===== config.mk =====
export PLATFORM = sky130hd
export DESIGN_NAME = cpu_regfile_stack_irq_entry
export DESIGN_NICKNAME = d
export VERILOG_FILES = /design/src/cpu_core_pkg.sv /design/src/cpu_regfile_stack_irq_entry.sv
export VERILOG_INCLUDE_DIRS = /design/src
export SDC_FILE = /design/constraint.sdc
export NUM_CORES = 1
export LEC_CHECK = 0
export BUFFER_PORTS_ARGS = -buffer_cell sky130_fd_sc_hd__clkbuf_2
export CAP_MARGIN = 10
export CORE_MARGIN = 2
export CORE_UTILIZATION = 32
export CTS_BUF_LIST = sky130_fd_sc_hd__clkbuf_8
export DETAILED_ROUTE_END_ITERATION = 12
export PLACE_DENSITY_LB_ADDON = 0.12
export SYNTH_ARGS = -nofsm -noshare
export SYNTH_HDL_FRONTEND = slang
export SYNTH_SLANG_ARGS = --single-unit

===== constraint.sdc =====
create_clock -name clk -period 8.6 [get_ports clk]
set_clock_uncertainty 0.2 [all_clocks]
set_input_delay 0.86 -clock clk [delete_from_list [all_inputs] [get_ports clk]]
set_output_delay 0.86 -clock clk [all_outputs]
set_load 0.01 [all_outputs]

===== src/cpu_core_consts.svh =====
`ifndef CPU_CORE_CONSTS_SVH
`define CPU_CORE_CONSTS_SVH
// Summary of operation
// - Thirty-two byte registers also appear at data addresses 0x00 to 0x1f.
// - Ports: 8-bit read/write, two reads, 16-bit result, 16-bit read.
// - Registers 0x1a-0x1f form three pointers, low byte at even address.
// - Pointers support displacement, post-increment and pre-decrement.
// - Stack grows down: push lowers pointer by one, pop raises it.
// - Call or interrupt entry lowers pointer by two; returns raise it.
// - Stack pointer is two readable, writable I/O bytes, zero at reset.
// - Core runs straight from the chip clock, no division.
// - Next instruction is fetched while current executes; one per clock.
// - Two-register operation reads, computes and writes back in one cycle.
// - Source accepted only with its own enable and global enable set.
// - Lower vector means higher priority; reset first, external zero next.
// - Entry clears global enable; trap return sets it; software may nest.
// - Hardware clears a source flag when vectoring to its handler.
// - Writing one to a flag clears it; writing zero leaves it.
// - Disabled flags stay pending; pending flags served by priority.
// - Level sources request while present and need no flag.
// - After trap return one main instruction runs before next interrupt.
// - Mask-all blocks interrupts at once, even one in the same cycle.
// - After unmask-all the next instruction runs before any interrupt.
// - Global enable is bit 7 of the flags word.
// - Entry takes four cycles pushing return address; sleep adds four.
// - Trap return takes four cycles, pops two bytes, sets global enable.

// Data space layout
`define RF_LAST        16'h001f
`define IO_BASE        16'h0020
`define IO_LAST        16'h005f
`define PTR_X_LOW      5'h1a
`define PTR_Y_LOW      5'h1c
`define PTR_Z_LOW      5'h1e
// I/O offsets
`define IO_SP_LOW      6'h3d
`define IO_SP_HIGH     6'h3e
`define IO_FLAGS_WORD  6'h3f
`define IO_IRQ_ENABLE  6'h3b
`define IO_IRQ_FLAGS   6'h3a
// Reset values and fields
`define SP_RESET       16'h0000
`define FLAGS_RESET    8'h00
`define GIE_BIT        7
// Timing in clock cycles
`define ENTRY_CYCLES   4'h4
`define SLEEP_EXTRA    4'h4
`define RETURN_CYCLES  4'h4
`endif


===== src/cpu_core_pkg.sv =====
package cpu_core_pkg;
    typedef enum logic [1:0] {
        st_run    = 2'b00,
        st_entry  = 2'b01,
        st_return = 2'b10
    } seq_state_e;

    typedef enum logic [1:0] {
        ptr_plain   = 2'b00,
        ptr_disp    = 2'b01,
        ptr_postinc = 2'b10,
        ptr_predec  = 2'b11
    } ptr_mode_e;
endpackage


===== src/cpu_regfile_stack_irq_entry.sv =====
`include "cpu_core_consts.svh"

module cpu_regfile_stack_irq_entry
    import cpu_core_pkg::*;
#(
    parameter int NUM_IRQ = 8
) (
    // Core clock and reset
    input  wire logic                clk,
    input  wire logic                reset_n,
    // Register file byte and word ports
    input  wire logic [4:0]          rd_addr_a,
    input  wire logic [4:0]          rd_addr_b,
    output logic      [7:0]          rd_data_a,
    output logic      [7:0]          rd_data_b,
    output logic      [15:0]         rd_word_a,
    input  wire logic                wr_byte_en,
    input  wire logic [4:0]          wr_byte_addr,
    input  wire logic [7:0]          wr_byte_data,
    input  wire logic                wr_word_en,
    input  wire logic [4:0]          wr_word_addr,
    input  wire logic [15:0]         wr_word_data,
    // Indirect pointer use
    input  wire logic                ptr_use,
    input  wire logic [1:0]          ptr_sel,
    input  wire ptr_mode_e           ptr_mode,
    input  wire logic [5:0]          ptr_disp_val,
    output logic      [15:0]         ptr_addr,
    // Data space access to registers and I/O
    input  wire logic [15:0]         ds_addr,
    input  wire logic                ds_rd,
    input  wire logic                ds_wr,
    input  wire logic [7:0]          ds_wdata,
    output logic      [7:0]          ds_rdata,
    output logic                     ds_hit,
    // Instruction stream events
    input  wire logic                instr_done,
    input  wire logic                multi_busy,
    input  wire logic                sleeping,
    input  wire logic                op_push,
    input  wire logic                op_pop,
    input  wire logic                op_call,
    input  wire logic                call_unwind_op,
    input  wire logic                trap_return_op,
    input  wire logic                op_mask_all,
    input  wire logic                op_unmask_all,
    input  wire logic                alu_flags_we,
    input  wire logic [6:0]          alu_flags,
    // Interrupt sources
    input  wire logic [NUM_IRQ-1:0]  irq_event,
    input  wire logic [NUM_IRQ-1:0]  irq_level,
    input  wire logic [NUM_IRQ-1:0]  irq_is_level,
    // Sequencer status
    output logic                     core_stall,
    output logic                     vector_go,
    output logic [3:0]               vector_num,
    output logic [15:0]              stack_ptr,
    output logic [7:0]               flags_word
);

    initial begin
        if (NUM_IRQ < 1 || NUM_IRQ > 8)
            $error("NUM_IRQ must lie between 1 and 8");
    end

    ////////////////////////////////////////////////////////////////////////
    // Storage
    logic [7:0]          regs [0:31];
    logic [7:0]          stack_ptr_low;
    logic [7:0]          stack_ptr_high;
    logic [NUM_IRQ-1:0]  irq_enable;
    logic [NUM_IRQ-1:0]  irq_flags;
    logic                inhibit_one;
    seq_state_e          state;
    logic [3:0]          count;

    // Lowest index wins: vector order equals priority
    function automatic logic [3:0] first_set(input logic [NUM_IRQ-1:0] v);
        logic [3:0] idx;
        idx = 4'h0;
        for (int i = NUM_IRQ - 1; i >= 0; i--) begin
            if (v[i])
                idx = 4'(i);
        end
        return idx;
    endfunction

    function automatic logic [4:0] ptr_low(input logic [1:0] sel);
        case (sel)
            2'h0:    return `PTR_X_LOW;
            2'h1:    return `PTR_Y_LOW;
            default: return `PTR_Z_LOW;
        endcase
    endfunction

    ////////////////////////////////////////////////////////////////////////
    // Register file reads, same cycle
    wire [4:0]  word_lo    = {rd_addr_a[4:1], 1'b0};
    assign rd_data_a = regs[rd_addr_a];
    assign rd_data_b = regs[rd_addr_b];
    assign rd_word_a = {regs[word_lo | 5'h01], regs[word_lo]};

    // Pointer effective address and update value
    wire [4:0]  p_lo       = ptr_low(ptr_sel);
    wire [15:0] p_val      = {regs[p_lo | 5'h01], regs[p_lo]};
    wire [15:0] p_dec      = p_val - 16'h0001;
    wire [15:0] p_inc      = p_val + 16'h0001;
    wire [15:0] p_dsp      = p_val + {10'h000, ptr_disp_val};
    assign ptr_addr = (ptr_mode == ptr_predec) ? p_dec :
                      (ptr_mode == ptr_disp)   ? p_dsp : p_val;
    wire        p_upd      = ptr_use && (ptr_mode == ptr_predec ||
                                         ptr_mode == ptr_postinc);
    wire [15:0] p_new      = (ptr_mode == ptr_predec) ? p_dec : p_inc;

    // Data space decode
    wire        rf_hit     = ds_addr <= `RF_LAST;
    wire        io_hit     = ds_addr >= `IO_BASE && ds_addr <= `IO_LAST;
    wire [15:0] io_off16   = ds_addr - `IO_BASE;
    wire [5:0]  io_off     = io_off16[5:0];
    wire        sel_spl    = io_hit && io_off == `IO_SP_LOW;
    wire        sel_sph    = io_hit && io_off == `IO_SP_HIGH;
    wire        sel_flg    = io_hit && io_off == `IO_FLAGS_WORD;
    wire        sel_ien    = io_hit && io_off == `IO_IRQ_ENABLE;
    wire        sel_ifl    = io_hit && io_off == `IO_IRQ_FLAGS;
    wire [7:0]  ien_rd     = 8'(irq_enable);
    wire [7:0]  ifl_rd     = 8'(irq_flags);
    assign ds_hit   = rf_hit || sel_spl || sel_sph || sel_flg ||
                      sel_ien || sel_ifl;
    assign ds_rdata = !ds_rd  ? 8'h00 :
                      rf_hit  ? regs[ds_addr[4:0]] :
                      sel_spl ? stack_ptr_low :
                      sel_sph ? stack_ptr_high :
                      sel_flg ? flags_word :
                      sel_ien ? ien_rd :
                      sel_ifl ? ifl_rd : 8'h00;

    ////////////////////////////////////////////////////////////////////////
    // Interrupt selection
    wire                gie        = flags_word[`GIE_BIT];
    wire [NUM_IRQ-1:0]  req_flag   = irq_flags & ~irq_is_level;
    wire [NUM_IRQ-1:0]  req_level  = irq_level & irq_is_level;
    wire [NUM_IRQ-1:0]  pending    = (req_flag | req_level) & irq_enable;
    wire [3:0]          winner     = first_set(pending);
    wire                accept     = state == st_run && gie && |pending &&
                                     !op_mask_all && !inhibit_one &&
                                     !multi_busy;
    wire                start_ret  = state == st_run && trap_return_op;
    wire [3:0]          entry_len  = sleeping ?
                                     `ENTRY_CYCLES + `SLEEP_EXTRA :
                                     `ENTRY_CYCLES;
    wire                seq_last   = count == 4'h1;

    // Flag memory: set beats both clears
    wire [NUM_IRQ-1:0]  wr_clear   = (ds_wr && sel_ifl) ?
                                     ds_wdata[NUM_IRQ-1:0] : '0;
    wire [NUM_IRQ-1:0]  hw_clear   = accept ?
                                     (NUM_IRQ'(1) << winner) & ~irq_is_level :
                                     '0;
    wire [NUM_IRQ-1:0]  next_irq_flags = (irq_flags & ~wr_clear & ~hw_clear) |
                                         (irq_event & ~irq_is_level);

    // Stack pointer arithmetic
    wire [15:0] sp_now     = {stack_ptr_high, stack_ptr_low};
    wire [15:0] sp_less1   = sp_now - 16'h0001;
    wire [15:0] sp_less2   = sp_now - 16'h0002;
    wire [15:0] sp_plus1   = sp_now + 16'h0001;
    wire [15:0] sp_plus2   = sp_now + 16'h0002;
    wire [15:0] next_sp    = (accept || op_call) ? sp_less2 :
                             (start_ret || call_unwind_op) ? sp_plus2 :
                             op_push ? sp_less1 :
                             op_pop  ? sp_plus1 : sp_now;

    // Global enable update
    wire        ret_done   = state == st_return && seq_last;
    wire        next_gie   = accept        ? 1'b0 :
                             op_mask_all   ? 1'b0 :
                             ret_done      ? 1'b1 :
                             op_unmask_all ? 1'b1 :
                             (ds_wr && sel_flg) ? ds_wdata[`GIE_BIT] : gie;
    wire [6:0]  next_alu   = (ds_wr && sel_flg) ? ds_wdata[6:0] :
                             alu_flags_we ? alu_flags : flags_word[6:0];

    ////////////////////////////////////////////////////////////////////////
    // Register file writes, seen by reads next cycle
    always_ff @(posedge clk) begin
        if (wr_byte_en)
            regs[wr_byte_addr] <= wr_byte_data;
        if (p_upd) begin
            regs[p_lo]         <= p_new[7:0];
            regs[p_lo | 5'h01] <= p_new[15:8];
        end
        if (wr_word_en) begin
            regs[{wr_word_addr[4:1], 1'b0}] <= wr_word_data[7:0];
            regs[{wr_word_addr[4:1], 1'b1}] <= wr_word_data[15:8];
        end
        if (ds_wr && rf_hit)
            regs[ds_addr[4:0]] <= ds_wdata;
    end

    // Stack pointer; a direct write to one byte overrides stack activity for that byte only
    always_ff @(posedge clk or negedge reset_n) begin
        if (!reset_n) begin
            stack_ptr_low  <= 8'(`SP_RESET);
            stack_ptr_high <= 8'(`SP_RESET >> 8);
        end else begin
            stack_ptr_low  <= (ds_wr && sel_spl) ? ds_wdata : next_sp[7:0];
            stack_ptr_high <= (ds_wr && sel_sph) ? ds_wdata : next_sp[15:8];
        end
    end

    always_ff @(posedge clk or negedge reset_n) begin
        if (!reset_n) begin
            irq_flags  <= '0;
            irq_enable <= '0;
        end else begin
            irq_flags  <= next_irq_flags;
            if (ds_wr && sel_ien)
                irq_enable <= ds_wdata[NUM_IRQ-1:0];
        end
    end

    always_ff @(posedge clk or negedge reset_n) begin
        if (!reset_n)
            flags_word <= `FLAGS_RESET;
        else
            flags_word <= {next_gie, next_alu};
    end

    // One instruction runs after trap return or unmask-all
    always_ff @(posedge clk or negedge reset_n) begin
        if (!reset_n)
            inhibit_one <= 1'b0;
        else if (ret_done || op_unmask_all)
            inhibit_one <= 1'b1;
        else if (instr_done && state == st_run)
            inhibit_one <= 1'b0;
    end

    ////////////////////////////////////////////////////////////////////////
    // Entry and return sequencer
    always_ff @(posedge clk or negedge reset_n) begin
        if (!reset_n) begin
            state      <= st_run;
            count      <= 4'h0;
            core_stall <= 1'b0;
            vector_go  <= 1'b0;
            vector_num <= 4'h0;
        end else begin
            vector_go <= 1'b0;
            case (state)
                st_run: begin
                    if (accept) begin
                        state      <= st_entry;
                        count      <= entry_len;
                        core_stall <= 1'b1;
                        vector_num <= winner + 4'h1;
                    end else if (start_ret) begin
                        state      <= st_return;
                        count      <= `RETURN_CYCLES;
                        core_stall <= 1'b1;
                    end
                end
                st_entry: begin
                    count <= count - 4'h1;
                    if (seq_last) begin
                        state      <= st_run;
                        core_stall <= 1'b0;
                        vector_go  <= 1'b1;
                    end
                end
                st_return: begin
                    count <= count - 4'h1;
                    if (seq_last) begin
                        state      <= st_run;
                        core_stall <= 1'b0;
                    end
                end
                default: begin
                    state      <= st_run;
                    core_stall <= 1'b0;
                end
            endcase
        end
    end

    assign stack_ptr = sp_now;

endmodule // cpu_regfile_stack_irq_entry


==> results.yml <==
drt:
  num_vias: 25200
  drt_wl_total_um: 129000
  drt_pre_antenna_iters: 6
  drt-initial-drc-count: 3346
  antenna_left: 0
  wl_per_cell_um: 32.7
  drc_errors: 0
  vias_per_cell: 6.37
critical_path:
  cp-startpoint: "ds_addr[4]"
  arrival_ns: 4.37
  rrSetupSlack_ns: 4.78
  worstSetupPathType: "input pin to output port"
  crit_required_ns: 7.54
  rr_endpoint: "stack_ptr_low[7]$_DFFE_PN0P_"
  endpoint: "ds_rdata[1]"
  critPathMaxFanout: 26
  critPathLaunchType: "input pin"
  r2r-start: "state[1]$_DFFE_PN0P_"
  reg2reg_depth: 10
  end_kind: "output port"
clocking:
  ctsRootBufferMaster: "clkbuf_8"
  clk_latency_ns: 0.73
  cts_tree: "built"
  cts_resized: 0
  cts_made_buffers: 59
  cts_sinks: 309
  cts_setup_buffers: 0
  htreeDepth: 2
  max-clock-path-buffers: 3
  clk_pin_slew_ns: 0.06
  cts_hold_buf: 0
hold_path:
  hold_path.class: "input pin to async pin"
floorplanning:
  fp.dieW_um: 293
  coreArea_um2: 83200
  die-area_um2: 85900
  fp-row-count: 106
  die_h_um: 293
  start_util: 0.322
  ioPinCount: 214
sta:
  finalCriticalPeriod_ns: 5.43
  rsz0062_at_grt: "false"
  slew_headroom: 0.0595
  worstMarginPinSlew_ns: 1.40
  max_freq_ghz: 0.184
  setup_viol_count_final: 0
  fin_setup_tns_ns: 0
  fin_crit_sh: 0.631
  slew_viol_final: 0
  finalHoldViolations: 0
synthesis:
  synthFlopType: "edfxtp_1"
  synth_edf_count: 256
  yosys_warnings: 0
  async_flop_share: 0.172
  synth_nets: 2889
  syn_area_um2: 26700
  ys_seq_area_frac: 0.337
  synth_seq_cells: 309
  syn_inst: 2727
  syn_area_per_cell_um2: 9.81
  ys_types: 80
global_route:
  grt_pass1_vias: 23600
  grt_max_degree: 60
  grt_usage: 0.295
  gr-total-overflow: 0
  grt_pass1_wl_um: 181000
  antenna_found_initial: 6
power:
  p_leak_nw: 11.4
  ir_drop_v: 0.0000966
  powerDensity_nw_per_um2: 167
  power_w: 0.00499
cells_and_area:
  layout-drive-gt1-share: 0.230
  final_common_cell: "a21oi_1"
  most-common-layout-cells: "a21oi_1 (440), nor2_1 (350), edfxtp_1 (256), mux4_2 (241), nand2_1 (237)"
  syn_to_final_growth_pct: 11.8
  final_nets: 2981
placed_design:
  place_hpwl_um: 90200
  gp_congestion: 0.971
  port_buffers: 212
status:
  outcome: "complete, no violations"
run:
  cap_violations: 0
-- critical path, stage by stage --
cell      delay, ns
clkbuf_2       0.63
nand2_1        0.41
nor2_1         0.66
nand3_1        0.33
nor2_1         0.61
a22oi_1        0.24
nand3_1        0.15
o21ai_0        0.09
a21oi_1        0.18
clkbuf_2       0.19
-- Yosys cell counts (17+ instances only) --
library cell    n  area (um^2)
inv_1          42          158
mux4_2        241         5430
nand3_1        41          205
xor2_1         18          158
or3_1          19          119
o21ai_0       120          601
xnor2_1        33          289
dfrtp_1        53         1330
ha_1           33          413
mux2_2         34          383
clkbuf_1      187          702
mux2i_1       169         1690
o22ai_1        28          175
and2_1         66          413
nand2_1       237          890
buf_1          25         93.8
nor2_1        350         1310
a21oi_1       440         2200
buf_2          22          110
nor3_1         28          140
o211ai_1       41          308
a211oi_1       17          128
edfxtp_1      256         7690
a31oi_1        20          125
-- power breakdown --
part / internal (W) / total [W] / switching [W]
clock: 0.000800 / 0.00155 / 0.000747
sequential: 0.00173 / 0.00192 / 0.000196
combinational: 0.000605 / 0.00152 / 0.000912
total: 0.00313 / 0.00499 / 0.00186
-- cell families (layout without fill, tap and decap cells) --
kind of cell,after synthesis,after routing,share of synthesized area
AOI/OAI and AO/OA,769,769,0.165
xor gates and xnor gates,51,51,0.0167
adders and majority gates,35,35,0.0169
buffers and inverters,287,427,0.0429
DFF,309,309,0.337
muxes,445,445,0.281
other,0,8,0
and+or+nand+nor,831,831,0.140
-- worst min path at each step --
stage	start	to	slack [ns]	cells after the start
after floorplan	inhibit_one$_DFFE_PN0P_	inhibit_one$_DFFE_PN0P_	0.26	2
after global placement	vector_num[1]$_DFFE_PN0P_	vector_num[1]$_DFFE_PN0P_	0.27	2
after detailed placement	vector_num[2]$_DFFE_PN0P_	vector_num[2]$_DFFE_PN0P_	0.27	2
after CTS	reset_n	vector_go$_DFF_PN0_	0.09	2
after global routing	op_mask_all	flags_word[7]$_DFFE_PN0P_	0.12	2
final	reset_n	inhibit_one$_DFFE_PN0P_	0.1	2
-- flip-flops by register name, summed over array words and instances (netlist names) --
name / flops
flags_word: 8
core_stall: 1
stack_ptr_low: 8
inhibit_one: 1
count: 4
ifl_rd: 8
stack_ptr_high: 8
regs: 256
vector_go: 1
state: 2
vector_num: 4
ien_rd: 8
-- layout make-up --
class / instances / area (um^2)
Sequential cell: 309 / 9010
Timing Repair Buffer: 272 / 1550
Tap cell: 1080 / 1350
Antenna cell: 8 / 20.0
Clock inverter: 46 / 319
Multi-Input combinational cell: 2131 / 16600
Inverter: 46 / 173
Clock buffer: 63 / 867
Fill cell: 8255 / 53300
-- layer usage --
metal	share of wire	GRT usage
met5	0.00012	0
met4	0.053	0.141
met3	0.11	0.0631
met2	0.44	0.450
met1	0.40	0.399
-- through the flow --
stage / utilization / cell area, um^2 / hold slack, ns / std cells / setup WS, ns
after CTS: 0.359 / 29800 / 0.0894 / 3943 / 3.35
after detailed placement: 0.344 / 28600 / 0.275 / 3834 / 3.36
after global placement: 0.344 / 28600 / 0.275 / 3834 / 3.36
after global routing: 0.359 / 29900 / 0.125 / 3949 / 3.08
after floorplan: - / 26700 / 0.260 / 2727 / 4.31
final: 0.359 / 29900 / 0.0963 / 3955 / 3.17
No activity file was read; power rests on OpenSTA's default activity.
